**config.mk**
```make
export PLATFORM = sky130hd
export DESIGN_NAME = mcs_top
export DESIGN_NICKNAME = d
export VERILOG_FILES = /design/src/mcs_period.v /design/src/mcs_top.v
export VERILOG_INCLUDE_DIRS = /design/src
export SDC_FILE = /design/constraint.sdc
export NUM_CORES = 1
export LEC_CHECK = 0
export BUFFER_PORTS_ARGS = -buffer_cell sky130_fd_sc_hd__buf_4
export CAP_MARGIN = 30
export CORE_MARGIN = 3
export CORE_UTILIZATION = 50
export DETAILED_ROUTE_END_ITERATION = 7
export PLACE_DENSITY = 0.81
export SYNTH_ARGS = -nofsm -noshare
export SYNTH_HDL_FRONTEND = slang
export SYNTH_SLANG_ARGS = --single-unit
```
**constraint.sdc**
```tcl
create_clock -name i_mclk -period 3.3 [get_ports i_mclk]
set_clock_uncertainty 0.1 [all_clocks]
set_input_delay 0.33 -clock i_mclk [delete_from_list [all_inputs] [get_ports i_mclk]]
set_output_delay 0.33 -clock i_mclk [all_outputs]
set_load 0.01 [all_outputs]
```
**src/mcs_defs.vh**
```
// Behaviour
// [RQ1] Direction bit: zero restores, one saves
// [RQ2] Two-bit status: idle, done, busy, failed
// [RQ3] Codes 00b/01b vendor, 10b saves password
// [RQ4] Password save with direction zero: no action
// [RQ5] Code 11b restores or saves user area
// [RQ6] Sync bit marks interval start, self-clears
// [RQ7] Tick source bit: zero internal, one external
// [RQ8] Accumulation period is interval value plus one
// [RQ9] Accepted command: busy, then done or failed
`ifndef MCS_DEFS_VH
`define MCS_DEFS_VH

// ---------------------------------------------------------------
// Register word indices (byte address = index * 4)
// ---------------------------------------------------------------
`define MCS_IDX_CMD      16'hb004
`define MCS_IDX_OPCTL    16'hb00b
`define MCS_IDX_IRQ_STAT 16'hb010
`define MCS_IDX_IRQ_EN   16'hb011
`define MCS_IDX_IRQ_CLR  16'hb012
`define MCS_IDX_PERF_CNT 16'hb013

// ---------------------------------------------------------------
// Bus address and byte lanes
// ---------------------------------------------------------------
`define MCS_ADR_HI       17
`define MCS_ADR_LO       2
`define MCS_SEL_LO       0
`define MCS_SEL_HI       1

// ---------------------------------------------------------------
// Command register fields
// ---------------------------------------------------------------
`define MCS_CMD_DIR      5
`define MCS_CMD_STAT_HI  3
`define MCS_CMD_STAT_LO  2
`define MCS_CMD_EXT_HI   1
`define MCS_CMD_EXT_LO   0

`define MCS_EXT_VEND0    2'h0
`define MCS_EXT_VEND1    2'h1
`define MCS_EXT_PWD      2'h2
`define MCS_EXT_USER     2'h3

`define MCS_ST_IDLE      2'h0
`define MCS_ST_DONE      2'h1
`define MCS_ST_BUSY      2'h2
`define MCS_ST_FAIL      2'h3

// ---------------------------------------------------------------
// Operating control fields
// ---------------------------------------------------------------
`define MCS_OP_SYNC      11
`define MCS_OP_SRC       10
`define MCS_OP_IVL_HI    9
`define MCS_OP_IVL_LO    4

// ---------------------------------------------------------------
// Interrupt bits
// ---------------------------------------------------------------
`define MCS_IRQ_DONE     0
`define MCS_IRQ_FAIL     1
`define MCS_IRQ_PERIOD   2
`define MCS_IRQ_W        3

`endif

```
**src/mcs_period.v**
```verilog
`timescale 1ns/1ns
`include "mcs_defs.vh"

// Counts one-second ticks into accumulation periods
module mcs_period #(
    parameter IVL_W = 6
) (
    // Clock and reset
    input  wire             i_mclk,
    input  wire             i_srst,
    // Control
    input  wire             i_tick,
    input  wire             i_sync,
    input  wire [IVL_W-1:0] i_interval,
    // Status
    output reg  [IVL_W-1:0] o_count,
    output reg              o_period_end
);

    // ---------------------------------------------------------------
    // Tick counter
    // ---------------------------------------------------------------
    // Sync restarts the count; period is interval plus one ticks
    always @(posedge i_mclk) begin
        if (i_srst) begin
            o_count      <= {IVL_W{1'b0}};
            o_period_end <= 1'b0;
        end else begin
            o_period_end <= 1'b0;
            if (i_sync) begin
                o_count <= {IVL_W{1'b0}}; // RQ6
            end else if (i_tick) begin
                if (o_count >= i_interval) begin
                    o_count      <= {IVL_W{1'b0}}; // RQ8
                    o_period_end <= 1'b1;
                end else begin
                    o_count <= o_count + {{(IVL_W-1){1'b0}}, 1'b1};
                end
            end
        end
    end

endmodule // mcs_period

```
**src/mcs_top.v**
```verilog
`timescale 1ns/1ns
`include "mcs_defs.vh"

// Module command and setup registers with Wishbone slave
module mcs_top #(
    parameter IVL_W    = 6,
    parameter OP_TICKS = 8
) (
    // Clock and reset
    input  wire        i_mclk,
    input  wire        i_srst,
    // Wishbone slave
    input  wire        i_wb_cyc,
    input  wire        i_wb_stb,
    input  wire        i_wb_we,
    input  wire [17:0] i_wb_adr,
    input  wire [3:0]  i_wb_sel,
    input  wire [31:0] i_wb_dat,
    output reg  [31:0] o_wb_dat,
    output reg         o_wb_ack,
    // Tick sources
    input  wire        i_tick_int,
    input  wire        i_tick_ext,
    // Nonvolatile storage engine
    output reg         o_nv_start,
    output reg  [1:0]  o_nv_op,
    input  wire        i_nv_done,
    input  wire        i_nv_err,
    // Performance monitor
    output reg         o_perf_period_end,
    output reg         o_perf_tick,
    // Interrupt
    output reg         o_irq
);

    // Engine operation codes on o_nv_op
    localparam [1:0] OP_RESTORE = 2'h0;
    localparam [1:0] OP_SAVE    = 2'h1;
    localparam [1:0] OP_PWD     = 2'h2;

    // One-hot command states
    localparam [2:0] S_IDLE  = 3'h1;
    localparam [2:0] S_START = 3'h2;
    localparam [2:0] S_WAIT  = 3'h4;

    // ---------------------------------------------------------------
    // Registers
    // ---------------------------------------------------------------
    reg              cmd_dir;
    reg  [1:0]       cmd_ext;
    reg  [1:0]       cmd_stat;
    reg              op_src;
    reg  [IVL_W-1:0] op_ivl;
    reg              op_sync;
    reg  [2:0]       state;
    reg  [`MCS_IRQ_W-1:0] irq_stat;
    reg  [`MCS_IRQ_W-1:0] irq_en;
    reg              ext_s1;
    reg              ext_s2;
    reg              ext_s3;
    reg              nv_done_s1;
    reg              nv_done_s2;
    reg              nv_err_s1;
    reg              nv_err_s2;

    wire [15:0]      word_idx;
    wire             access;
    wire             wr;
    wire             wr_lo;
    wire             wr_hi;
    wire             tick;
    wire             period_end;
    wire [IVL_W-1:0] tick_count;
    wire [IVL_W-1:0] ivl_wdat;
    wire             cmd_sel;
    wire             op_sel;
    wire             en_sel;
    wire             clr_sel;
    wire             cmd_wr;
    wire             op_wr;
    wire             ivl_wr;
    wire             en_wr;
    wire             clr_wr;
    wire [`MCS_IRQ_W-1:0] irq_set;
    wire [`MCS_IRQ_W-1:0] irq_clr;
    reg              cmd_go;
    reg  [1:0]       next_op;
    reg  [31:0]      next_rdat;

    // ---------------------------------------------------------------
    // Bus decode
    // ---------------------------------------------------------------
    assign word_idx = i_wb_adr[`MCS_ADR_HI:`MCS_ADR_LO];
    assign access   = i_wb_cyc & i_wb_stb & ~o_wb_ack;
    assign wr       = access & i_wb_we;
    assign wr_lo    = wr & i_wb_sel[`MCS_SEL_LO];
    assign wr_hi    = wr & i_wb_sel[`MCS_SEL_HI];
    assign ivl_wdat = i_wb_dat[`MCS_OP_IVL_HI:`MCS_OP_IVL_LO];

    // Register address matches
    assign cmd_sel  = (word_idx == `MCS_IDX_CMD);
    assign op_sel   = (word_idx == `MCS_IDX_OPCTL);
    assign en_sel   = (word_idx == `MCS_IDX_IRQ_EN);
    assign clr_sel  = (word_idx == `MCS_IDX_IRQ_CLR);

    // Write strobes; interval spans both low byte lanes
    assign cmd_wr   = wr_lo & cmd_sel;
    assign op_wr    = wr_hi & op_sel;
    assign ivl_wr   = wr_lo & wr_hi & op_sel;
    assign en_wr    = wr_lo & en_sel;
    assign clr_wr   = wr_lo & clr_sel;

    // Single-cycle acknowledge, dropped the cycle after
    always @(posedge i_mclk) begin
        if (i_srst) begin
            o_wb_ack <= 1'b0;
        end else begin
            o_wb_ack <= access;
        end
    end

    // Read mux; unmapped words read as zero
    always @* begin
        next_rdat = 32'h0000_0000;
        case (word_idx)
            `MCS_IDX_CMD: begin
                next_rdat[`MCS_CMD_DIR] = cmd_dir;
                next_rdat[`MCS_CMD_STAT_HI:`MCS_CMD_STAT_LO] = cmd_stat;
                next_rdat[`MCS_CMD_EXT_HI:`MCS_CMD_EXT_LO] = cmd_ext;
            end
            `MCS_IDX_OPCTL: begin
                next_rdat[`MCS_OP_SRC] = op_src;
                next_rdat[`MCS_OP_IVL_HI:`MCS_OP_IVL_LO] = op_ivl;
            end
            `MCS_IDX_IRQ_STAT: next_rdat[`MCS_IRQ_W-1:0] = irq_stat;
            `MCS_IDX_IRQ_EN:   next_rdat[`MCS_IRQ_W-1:0] = irq_en;
            `MCS_IDX_PERF_CNT: next_rdat[IVL_W-1:0] = tick_count;
            default:           next_rdat = 32'h0000_0000;
        endcase
    end

    // Read data register
    always @(posedge i_mclk) begin
        if (i_srst) begin
            o_wb_dat <= 32'h0000_0000;
        end else if (access & ~i_wb_we) begin
            o_wb_dat <= next_rdat;
        end
    end

    // ---------------------------------------------------------------
    // Command decode
    // ---------------------------------------------------------------
    // Classify a write to the command register
    // Vendor codes are stored but start nothing
    always @* begin
        cmd_go  = 1'b0;
        next_op = OP_RESTORE;
        if (cmd_wr && state == S_IDLE) begin
            case (i_wb_dat[`MCS_CMD_EXT_HI:`MCS_CMD_EXT_LO])
                `MCS_EXT_USER: begin
                    cmd_go  = 1'b1; // RQ5
                    next_op = i_wb_dat[`MCS_CMD_DIR] ? OP_SAVE
                                                     : OP_RESTORE; // RQ1
                end
                `MCS_EXT_PWD: begin
                    if (i_wb_dat[`MCS_CMD_DIR]) begin
                        cmd_go  = 1'b1; // RQ3
                        next_op = OP_PWD;
                    end else begin
                        cmd_go  = 1'b0; // RQ4
                    end
                end
                `MCS_EXT_VEND0: cmd_go = 1'b0; // RQ3
                `MCS_EXT_VEND1: cmd_go = 1'b0; // RQ3
                default:        cmd_go = 1'b0;
            endcase
        end
    end

    // ---------------------------------------------------------------
    // Engine result synchronisers
    // ---------------------------------------------------------------
    always @(posedge i_mclk) begin
        if (i_srst) begin
            nv_done_s1 <= 1'b0;
            nv_done_s2 <= 1'b0;
            nv_err_s1  <= 1'b0;
            nv_err_s2  <= 1'b0;
        end else begin
            nv_done_s1 <= i_nv_done;
            nv_done_s2 <= nv_done_s1;
            nv_err_s1  <= i_nv_err;
            nv_err_s2  <= nv_err_s1;
        end
    end

    // ---------------------------------------------------------------
    // Command state machine
    // ---------------------------------------------------------------
    // Accept, pulse start, wait for engine result
    always @(posedge i_mclk) begin
        if (i_srst) begin
            state      <= S_IDLE;
            cmd_stat   <= `MCS_ST_IDLE; // RQ9
            o_nv_start <= 1'b0;
            o_nv_op    <= OP_RESTORE;
        end else begin
            o_nv_start <= 1'b0;
            // Writes while busy are stored but start nothing
            case (state)
                S_IDLE: begin
                    if (cmd_go) begin
                        state    <= S_START;
                        cmd_stat <= `MCS_ST_BUSY; // RQ9
                        o_nv_op  <= next_op;
                    end
                end
                S_START: begin
                    o_nv_start <= 1'b1;
                    state      <= S_WAIT;
                end
                S_WAIT: begin
                    // Error wins if both results arrive
                    if (nv_err_s2) begin
                        cmd_stat <= `MCS_ST_FAIL; // RQ2
                        state    <= S_IDLE;
                    end else if (nv_done_s2) begin
                        cmd_stat <= `MCS_ST_DONE; // RQ2
                        state    <= S_IDLE;
                    end
                end
                default: state <= S_IDLE;
            endcase
        end
    end

    // ---------------------------------------------------------------
    // Command register fields
    // ---------------------------------------------------------------
    // Fields stored on every write, busy or not
    always @(posedge i_mclk) begin
        if (i_srst) begin
            cmd_dir <= 1'b0;
            cmd_ext <= `MCS_EXT_VEND0;
        end else if (cmd_wr) begin
            cmd_dir <= i_wb_dat[`MCS_CMD_DIR]; // RQ1
            cmd_ext <= i_wb_dat[`MCS_CMD_EXT_HI:`MCS_CMD_EXT_LO]; // RQ3
        end
    end

    // ---------------------------------------------------------------
    // Operating control
    // ---------------------------------------------------------------
    // Source and interval stored; sync bit self-clears
    always @(posedge i_mclk) begin
        if (i_srst) begin
            op_src  <= 1'b0;
            op_ivl  <= {IVL_W{1'b0}};
            op_sync <= 1'b0;
        end else begin
            op_sync <= 1'b0; // RQ6
            if (op_wr) begin
                op_src  <= i_wb_dat[`MCS_OP_SRC]; // RQ7
                op_sync <= i_wb_dat[`MCS_OP_SYNC]; // RQ6
            end
            if (ivl_wr) begin
                op_ivl <= ivl_wdat; // RQ8
            end
        end
    end

    // ---------------------------------------------------------------
    // Tick selection
    // ---------------------------------------------------------------
    // External tick synchronised, then edge detected
    always @(posedge i_mclk) begin
        if (i_srst) begin
            ext_s1 <= 1'b0;
            ext_s2 <= 1'b0;
            ext_s3 <= 1'b0;
        end else begin
            ext_s1 <= i_tick_ext;
            ext_s2 <= ext_s1;
            ext_s3 <= ext_s2;
        end
    end

    // Rising edge of the external tick, or the internal pulse
    assign tick = op_src ? (ext_s2 & ~ext_s3) : i_tick_int; // RQ7

    // Period counter
    mcs_period #(
        .IVL_W        (IVL_W)
    ) u_period (
        .i_mclk       (i_mclk),
        .i_srst       (i_srst),
        .i_tick       (tick),
        .i_sync       (op_sync),
        .i_interval   (op_ivl),
        .o_count      (tick_count),
        .o_period_end (period_end)
    );

    // Registered performance monitor outputs
    always @(posedge i_mclk) begin
        if (i_srst) begin
            o_perf_period_end <= 1'b0;
            o_perf_tick       <= 1'b0;
        end else begin
            o_perf_period_end <= period_end; // RQ8
            o_perf_tick       <= tick;
        end
    end

    // ---------------------------------------------------------------
    // Interrupts
    // ---------------------------------------------------------------
    // Events: period end, command failed, command done
    assign irq_set = {period_end,
                      (state == S_WAIT) & nv_err_s2,
                      (state == S_WAIT) & ~nv_err_s2 & nv_done_s2};

    // Write-one-to-clear mask from the clear register
    assign irq_clr = clr_wr ? i_wb_dat[`MCS_IRQ_W-1:0]
                            : {`MCS_IRQ_W{1'b0}};

    // Sticky status; a new event wins over a clear
    always @(posedge i_mclk) begin
        if (i_srst) begin
            irq_stat <= {`MCS_IRQ_W{1'b0}};
            irq_en   <= {`MCS_IRQ_W{1'b0}};
            o_irq    <= 1'b0;
        end else begin
            if (en_wr) begin
                irq_en <= i_wb_dat[`MCS_IRQ_W-1:0];
            end
            irq_stat <= (irq_stat & ~irq_clr) | irq_set;
            // Level output, one cycle behind the status
            o_irq    <= |(irq_stat & irq_en);
        end
    end

endmodule // mcs_top

```
Word-level counts from Yosys, hierarchy flattened
Index checks and enable logic that the tools add are counted.

word-level totals
  register bits = 54
  output and inout port bits = 39
  word-level logic and storage cells = 103

cells by class
  $add $sub $neg = 1
  magnitude comparators = 1
  equal/unequal tests = 14
  mux-type cells = 25
  bitwise gates (word level) = 26
  reduce and logical (&&, ||, !) cells = 11

operators with widths
  operator                                        number
  == test 16 bit (second input constant)          6
  bitwise AND 1 bit                               16
  2-to-1 mux 3 bit                                4
  one-hot mux 3 bit (4 select lines)              1
  2-to-1 mux 2 bit                                5
  one-hot mux 3 bit (3 select lines)              1
  one-hot mux 2 bit (2 select lines)              2
  adder 6 x 1 -> 6 bit (second input constant)    1
  bitwise AND 3 bit                               2
  >= comparator 6 bit                             1
  2-to-1 mux 1 bit                                6
  2-to-1 mux 6 bit                                1
  inverter 1 bit                                  6
  one-hot mux 1 bit (3 select lines)              2
  OR reduction 2 bit                              3
  OR reduction 3 bit                              2
  2-to-1 mux 5 bit                                1
  == test 2 bit (second input constant)           2
  one-hot mux 1 bit (2 select lines)              2
  AND reduction 2 bit                             2
  == test 3 x 1 -> 1 bit (second input constant)  1
  == test 3 x 2 -> 1 bit (second input constant)  1
  == test 3 bit (second input constant)           1
  inequality test 3 bit (second input constant)   1
  other kinds (8)                                 8

Depth between registers and ports, before layout
Gate-level depths: netlist of run 1.

  word-level depth = 9
  depth in mapped cells = 6
  depth with buffers taken out = 6

By module
Synthesis of run 1 repeated with hierarchy kept, for this count alone.

second synthesis, totals
  cells, all modules = 305
  area total of the unflattened synthesis = 2696.3 µm²

modules (own cells, without submodules)
  module      instances  cells an instance  area each (µm²)
  mcs_top     1          256                2223.4
  mcs_period  1          49                 473.0

Worst setup path before layout of run 1
Ideal clock, no wire load.

  kind = input-to-reg
  start = input port i_wb_adr[11]
  end = register op_ivl[5]
  arrival time = 1774 ps
  setup slack = 1294 ps
  cell stages on the path = 6
  buffers on the path = 2
  cell sequence = or4_4 -> buf_6 -> or3_1 -> buf_2 -> o31ai_1 -> a21oi_1

between the ends
  word-level cells in the longest chain between the ends = 2

ends and longest elaborated chain
  what                  line           RTL
  start, declared       mcs_top.v:16   input wire [17:0] i_wb_adr,
  == test 16 bit        --
  bitwise AND 1 bit     mcs_top.v:109  assign ivl_wr = wr_lo & wr_hi & op_sel;
  end signal, assigned  mcs_top.v:259  op_ivl <= {IVL_W{1'b0}};
  end signal, assigned  mcs_top.v:268  op_ivl <= ivl_wdat;
  end, declared         mcs_top.v:53   reg [IVL_W-1:0] op_ivl;

Every way passes these cells.
A chain may end at the register's enable or synchronous reset.

Final worst setup path of run 1
  start = register state[0]
  end = register o_nv_op[0]

between the ends
  word-level cells in the longest chain between the ends = 4
  elaborated cells between the ends (all ways) = 5
  those cells by class = 1 x eq/ne; 2 x mux; 2 x reduce/logical

ends and longest elaborated chain
  what                                  line                          RTL
  start, declared                       mcs_top.v:55                  reg [2:0] state;
  start signal, assigned                mcs_top.v:204                 state <= S_IDLE;
  start signal, assigned                mcs_top.v:214                 state <= S_START;
  start signal, assigned                mcs_top.v:221                 state <= S_WAIT;
  == test 3 x 1 -> 1 bit (*)            mcs_top.v:159, mcs_top.v:211
  logical AND 1 bit                     mcs_top.v:159                 if (cmd_wr && state == S_IDLE) begin
  2-to-1 mux 1 bit                      mcs_top.v:159
  AND reduction 2 bit (no source line)  --
  end signal, assigned                  mcs_top.v:216                 o_nv_op <= next_op;
  end, declared                         mcs_top.v:26                  output reg [1:0] o_nv_op,

Mark *: on every way between the ends. The rest lies on a longest branch, timed or not.

==> out/results.tsv, run 1 <==
metric	value	unit
overall die height	80.05	um
first-pass GRT wire length	10.44	mm
Setup crit end kind	flip-flop	
antenna viol nets, final	0	
setup bufs post-CTS	0	
Via-to-Cell Ratio	5.841	
ys async rst share	0	%
Startpoint Class	flip-flop	
CTS clk-pin slew, worst paths	0.09	ns
Mean Syn Cell Area	9.047	sq um
CP max FO	6	
Area contributors post-synth	dfxtp_1 (39%), buf_4 (5.8%), a21oi_1 (4.4%)	
total CTS buffers	5	
hold_buf cts	0	
RD Place Congestion	0.8414	
Critical Path Max Stage Delay	0.49	ns
leakage	1.236	nW
initial core utilization	52.67	%
largest net degree at the start of global routing	42	
hold depth	2	
Initial DRT Pass Iterations	5	
Post-synth EDFFs	0	
Buffers on Ports	55	
max cap viols	0	
worst hold slack	0.1293	ns
number of DRC markers in iteration 0	185	
Critical Path Slowest Stage Cell	nor4bb_1	
Resized cells post-CTS	0	
Arr. time, crit path	2.18	ns
Syn Std Cell Area	2741	sq um
Num Clock Sinks	54	
die area	6407	sq um
CTS H-tree lvls	2	
All-Layer GR Usage	20.56	%
FF+latch count, synth	54	
Slew HR	54.94	%
Post-Place Cells	413	
share of the synthesized area in the top cell type	39.43	%
DRC Markers	0	
setup TNS	0	ns
final instance area	3203	sq um
vias in the first global route	2136	
Buf/Inv on CP	0	
commonest non-fill, non-tap cells in the layout	buf_4 (56), dfxtp_1 (54), a21oi_1 (24), conb_1 (21), nor2_1 (17)	
Die Width	80.05	um
Overflow after GRT	0	
TritonCTS clock tree	done	
antenna cells	0	
worst hold path startpoint	i_nv_err	
leading register cell type out of synthesis	dfxtp_1	
initial antenna violation count	0	
Yosys top cell by area	dfxtp_1	
final setup fails	0	
distinct cell type count after synthesis	60	
status	completed	
register area share after synthesis	39.43	%
Power per Cell Area	383.4	nW/um^2
Tmin final	2.070	ns
share of cells above drive strength 1	19.94	%
Peak VDD IR	0.1827	mV
Final Hold Vio Count	0	
Post-DP Area	3097	sq um
crit-path cells	nor4bb_1 > o21ai_0 > or3_1 > a32o_1	
area delta synth->final	16.84	%
Worst-Skew Late Latency	0.31	ns
startpoint of the worst register-to-register path	state[0]	
routed wire length	6.576	mm
routed vias	2459	
IO Count	102	
CTS root buffer	clkbuf_8	
worst reg2reg endpoint	o_nv_op[0]	
largest delay contributor family on the critical path	simple AND/OR/NAND/NOR gates	
Rows	26	
R2R cell count	4	
Tightest Pin Transition	0.6734	ns
FF-to-FF setup slack	1.23	ns
worst hold endpoint	nv_err_s1	
Hold Path Class	primary input to flip-flop	
Max clock buf depth	2	
core area	5205	sq um
max frequency	0.4832	GHz
WP data required	3.41	ns
fin crit share	62.72	%
DR WL/cell	15.62	um
Max Slew Vio Count	0	
CP Launch Point	state[0]	
Finished Layout Cells	421	
nets	420	
synthesized instance count	303	
commonest non-fill, non-tap cell in the layout	buf_4	
Crit Path Class	flip-flop to flip-flop	
Synth Warn #	0	
DP HPWL	4.784	mm
RSZ-0062 raised after global routing	false	
-- logic make-up (layout without fill, tap and decap cells) --
kind of cell | after synthesis | after routing | share of synthesized area [%]
fa+ha+maj | 7 | 7 | 3.195
simple gates | 108 | 108 | 25.60
flops | 54 | 54 | 39.43
mux | 4 | 4 | 1.506
other cells | 1 | 21 | 0.1368
buf+inv | 46 | 74 | 9.676
xor+xnor | 5 | 5 | 1.598
compound gates | 78 | 78 | 18.85
-- synth_stat cells, types with 5 or more instances --
| master | instances |
|---|---|
| a211oi_1 | 6 |
| a21oi_1 | 24 |
| a32oi_1 | 5 |
| buf_2 | 5 |
| buf_4 | 21 |
| clkbuf_1 | 8 |
| dfxtp_1 | 54 |
| ha_1 | 7 |
| inv_1 | 10 |
| nand2_1 | 8 |
| nand2b_1 | 5 |
| nand3_1 | 11 |
| nand4_1 | 11 |
| nor2_1 | 17 |
| nor2b_1 | 10 |
| nor3_1 | 6 |
| o21ai_0 | 12 |
| o31ai_1 | 6 |
-- sequential cells by signal (all words and copies together), names as in the netlist, 3 cells and up --
| signal | count |
|---|---|
| o_wb_dat | 11 |
| op_ivl | 6 |
| u_period.o_count | 6 |
| irq_en | 3 |
| irq_stat | 3 |
| state | 3 |
-- worst reg2reg max path: stages (launching register included) --
cell and delay, ns:
dfxtp_1 0.42, nor4bb_1 0.49, o21ai_0 0.24, or3_1 0.45, a32o_1 0.28
-- how the worst max path moves through the flow --
stage / end / slack, ns / cells after the start
6_report: o_nv_op[0] / 1.23 / 4
5_1_grt: o_wb_dat[8] / 1.06 / 4
4_1_cts: o_nv_op[0] / 1.24 / 4
3_5_place_dp: op_src / 1.04 / 5
3_3_place_gp: op_src / 1.08 / 5
2_1_floorplan: op_ivl[5] / 1.29 / 6
-- metal layers --
| metal | part of all wire, % | vias to the layer above | GRT usage, % | wire [um] |
|---|---|---|---|---|
| met1 | 44 | 1141 | 29.14 | 2887 |
| met5 | 0 | - | 0 | 0 |
| met2 | 47 | 121 | 32.12 | 3062 |
| met3 | 8.4 | 10 | 4.063 | 555 |
| met4 | 1.1 | 0 | 4.730 | 71 |
| li1 | - | 1187 | - | - |
-- metrics by stage --
| step | setup WS [ns] | total power [mW] | utilization (%) |
|---|---|---|---|
| 2_1_floorplan | 1.294 | 0.7648 | - |
| 5_1_grt | 1.061 | 1.273 | 61.54 |
| 3_5_place_dp | 1.040 | 0.8073 | 59.50 |
| 4_1_cts | 1.242 | 1.231 | 61.54 |
| 6_report | 1.230 | 1.228 | 61.54 |
| 3_3_place_gp | 1.085 | 0.8048 | 59.50 |
-- power by group --
| group | switching, mW | total [mW] | internal [mW] |
|---|---|---|---|
| clock network | 0.207 | 0.434 | 0.227 |
| logic | 0.0693 | 0.124 | 0.0549 |
| registers | 0.00732 | 0.670 | 0.663 |
-- area by class of cell --
class	instances	area, sq um
Clock buffer	7	76.32
Clock inverter	1	30.03
Fill cell	469	2002
Inverter	10	37.54
Multi-Input combinational cell	223	1470
Sequential cell	54	1081
Tap cell	70	87.58
Timing Repair Buffer	56	420.4
No activity file was read; power rests on OpenSTA's default activity.
==> run 2: changes to the inputs <==
- CORE_UTILIZATION: 50 -> 44
- PLACE_DENSITY: 0.81 -> 0.75
- clock period: 3.3 -> 1.7 ns (I/O delays scaled with it)
==> run 2 against run 1 <==
Combinational power grew 140%. Register-to-register slack worse by 1.2 ns. Fmax grew 27%. Wire length rose by 8.9%. Non-clock buffer count increased by 41. Die area grew 13%. Critical path depth did not move. Sequential power up 94%. Design area is 16% higher. Critical path type unchanged.
==> out/results.tsv, run 2 (synthesis gave the netlist of run 1 again) <==
metric	value	unit	change
status	completed		
CTS root buffer	clkbuf_8		
M1 WL	3.162	mm	+9.5%
area delta synth->final	35.42	%	
CTS clk-pin slew, worst paths	0.09	ns	about the same
Final Core Density	61.97	%	+0.43 points
DR WL met3	443	um	-20%
WP data required	1.80	ns	-1.61 ns
Crit Path Class	flip-flop to flip-flop		
Setup crit end kind	flip-flop		
final instance area	3712	sq um	+16%
share of cells above drive strength 1	32.65	%	+13 points
first-pass GRT wire length	11.45	mm	+9.7%
commonest non-fill, non-tap cell in the layout	buf_4		
Power per Cell Area	710.2	nW/um^2	+85%
highest routed metal layer	met4		
Overflow after GRT	0		unchanged
leakage	1.479	nW	+20%
Tmin final	1.628	ns	-0.4412 ns
DRC Markers	0		unchanged
Via-to-Cell Ratio	5.495		-5.9%
crit-path cells	nor4bb_4 > o21ai_2 > or3_4 > a32o_1		
Hold Path Class	primary input to flip-flop		
Final Hold Vio Count	0		unchanged
DR WL/cell	15.34	um	-1.8%
Die Width	84.93	um	+6.1%
Max clock buf depth	2		unchanged
fillers	513		+9.4%
WL met2	3.488	mm	+14%
Top reg by flops	o_wb_dat		
routed wire length	7.163	mm	+8.9%
Buffers on Ports	55		unchanged
top flop regs	o_wb_dat x11, op_ivl x6, u_period.o_count x6		
Startpoint Class	flip-flop		
routed vias	2566		+4.4%
overall die height	84.93	um	+6.1%
antenna viol nets, final	0		unchanged
Rows	28		+7.7%
Max Slew Vio Count	0		unchanged
largest net degree at the start of global routing	25		-40%
number of DRC markers in iteration 0	147		-21%
Buf/Inv on CP	0		unchanged
CTS H-tree lvls	2		unchanged
vias in the first global route	2432		+14%
All-Layer GR Usage	19.38	%	-1.2 points
Initial DRT Pass Iterations	4		-1
max frequency	0.6141	GHz	+27%
DP HPWL	5.376	mm	+12%
Arr. time, crit path	1.73	ns	-0.45 ns
initial antenna violation count	0		unchanged
CP max FO	3		-3
Worst-Skew Late Latency	0.31	ns	about the same
Critical Path Max Stage Delay	0.40	ns	-0.09 ns
initial core utilization	45.76	%	-6.9 points
largest delay contributor family on the critical path	simple AND/OR/NAND/NOR gates		
antenna cells	0		unchanged
fin crit share	95.79	%	+33 points
Post-DP Area	3402	sq um	+9.9%
nets	461		+9.8%
final setup fails	0		unchanged
Peak VDD IR	0.4489	mV	+150%
RD Place Congestion	0.8889		+5.6%
commonest non-fill, non-tap cells in the layout	buf_4 (91), dfxtp_1 (52), a21oi_1 (23), conb_1 (21), nor2_1 (17)		
Critical Path Slowest Stage Cell	or3_4		
die area	7213	sq um	+13%
Num Clock Sinks	54		unchanged
core area	5991	sq um	+15%
max reg flops	11		unchanged
TritonCTS clock tree	done		
max cap viols	0		unchanged
total CTS buffers	5		unchanged
IO Count	102		unchanged
-- run 2: cell count changes in the layout (fill, tap and decap cells not counted), sizes merged --
| cell | delta |
|---|---|
| clkbuf | -1 |
| dlygate4sd3 | +5 |
| bufinv | +1 |
| buf | +36 |
-- run 2: area by class of cell --
cell class              instances  area (sq um)  area share, %
clock buffers                   6         82.58          2.224
clock inverters                 2         60.06          1.618
inverters                      10         37.54          1.011
multi-input cells             223          1602          43.14
flip-flops and latches         54          1084          29.19
well taps                      75         93.84          2.528
repair buffers                 97         753.2          20.29
-- run 2: report_power, final --
| group | leakage [nW] | switching, mW | internal [mW] |
|---|---|---|---|
| Clock | 0.0714 | 0.410 | 0.628 |
| Combinational | 0.969 | 0.154 | 0.146 |
| Sequential | 0.439 | 0.0126 | 1.29 |
-- run 2: worst register-to-register path, stage by stage (launching register included) --
cell	delay [ns]
dfxtp_2	0.34
nor4bb_4	0.33
o21ai_2	0.11
or3_4	0.40
a32o_1	0.24
-- run 2: path summary, 6_finish.rpt --
kind | startpoint | endpoint | slack (ns) | depth (start not counted)
worst max-delay path | state[1] | cmd_stat[0] | 0.07 | 4
worst min-delay path | i_wb_dat[0] | irq_stat[0] | 0.02 | 2
worst max register to register | state[1] | cmd_stat[0] | 0.07 | 4
worst min register to register | nv_done_s1 | nv_done_s2 | 0.34 | 1
-- run 2: per-stage QoR --
stage	power [mW]	hold slack, ns	cells	setup TNS (ns)	worst slack (ns)
global placement	1.594	0.2812	451	-2.053	-0.1420
detailed placement	1.599	0.2870	451	-2.810	-0.1855
CTS	2.635	0.01314	467	0	0.01861
finish	2.636	0.01511	467	0	0.07154
floorplan	1.488	0.1787	323	-0.4773	-0.06424
global route	2.729	0.02592	467	-0.04866	-0.02612
-- run 2: layer usage --
layer	GRT usage, %	vias up
met5	0	-
met4	4.460	0
met3	3.398	6
met2	32.60	89
met1	26.00	1203
li1	-	1268
-- run 2: repair_timing --
action / CTS / global route
endpoints found under the hold margin: 5 / 0
hold buffers: 5 / 0
buffers inserted: 3 / 0
setup endpoints to repair: 6 / 10
pin swaps: 3 / 6
resized for setup: 7 / 11
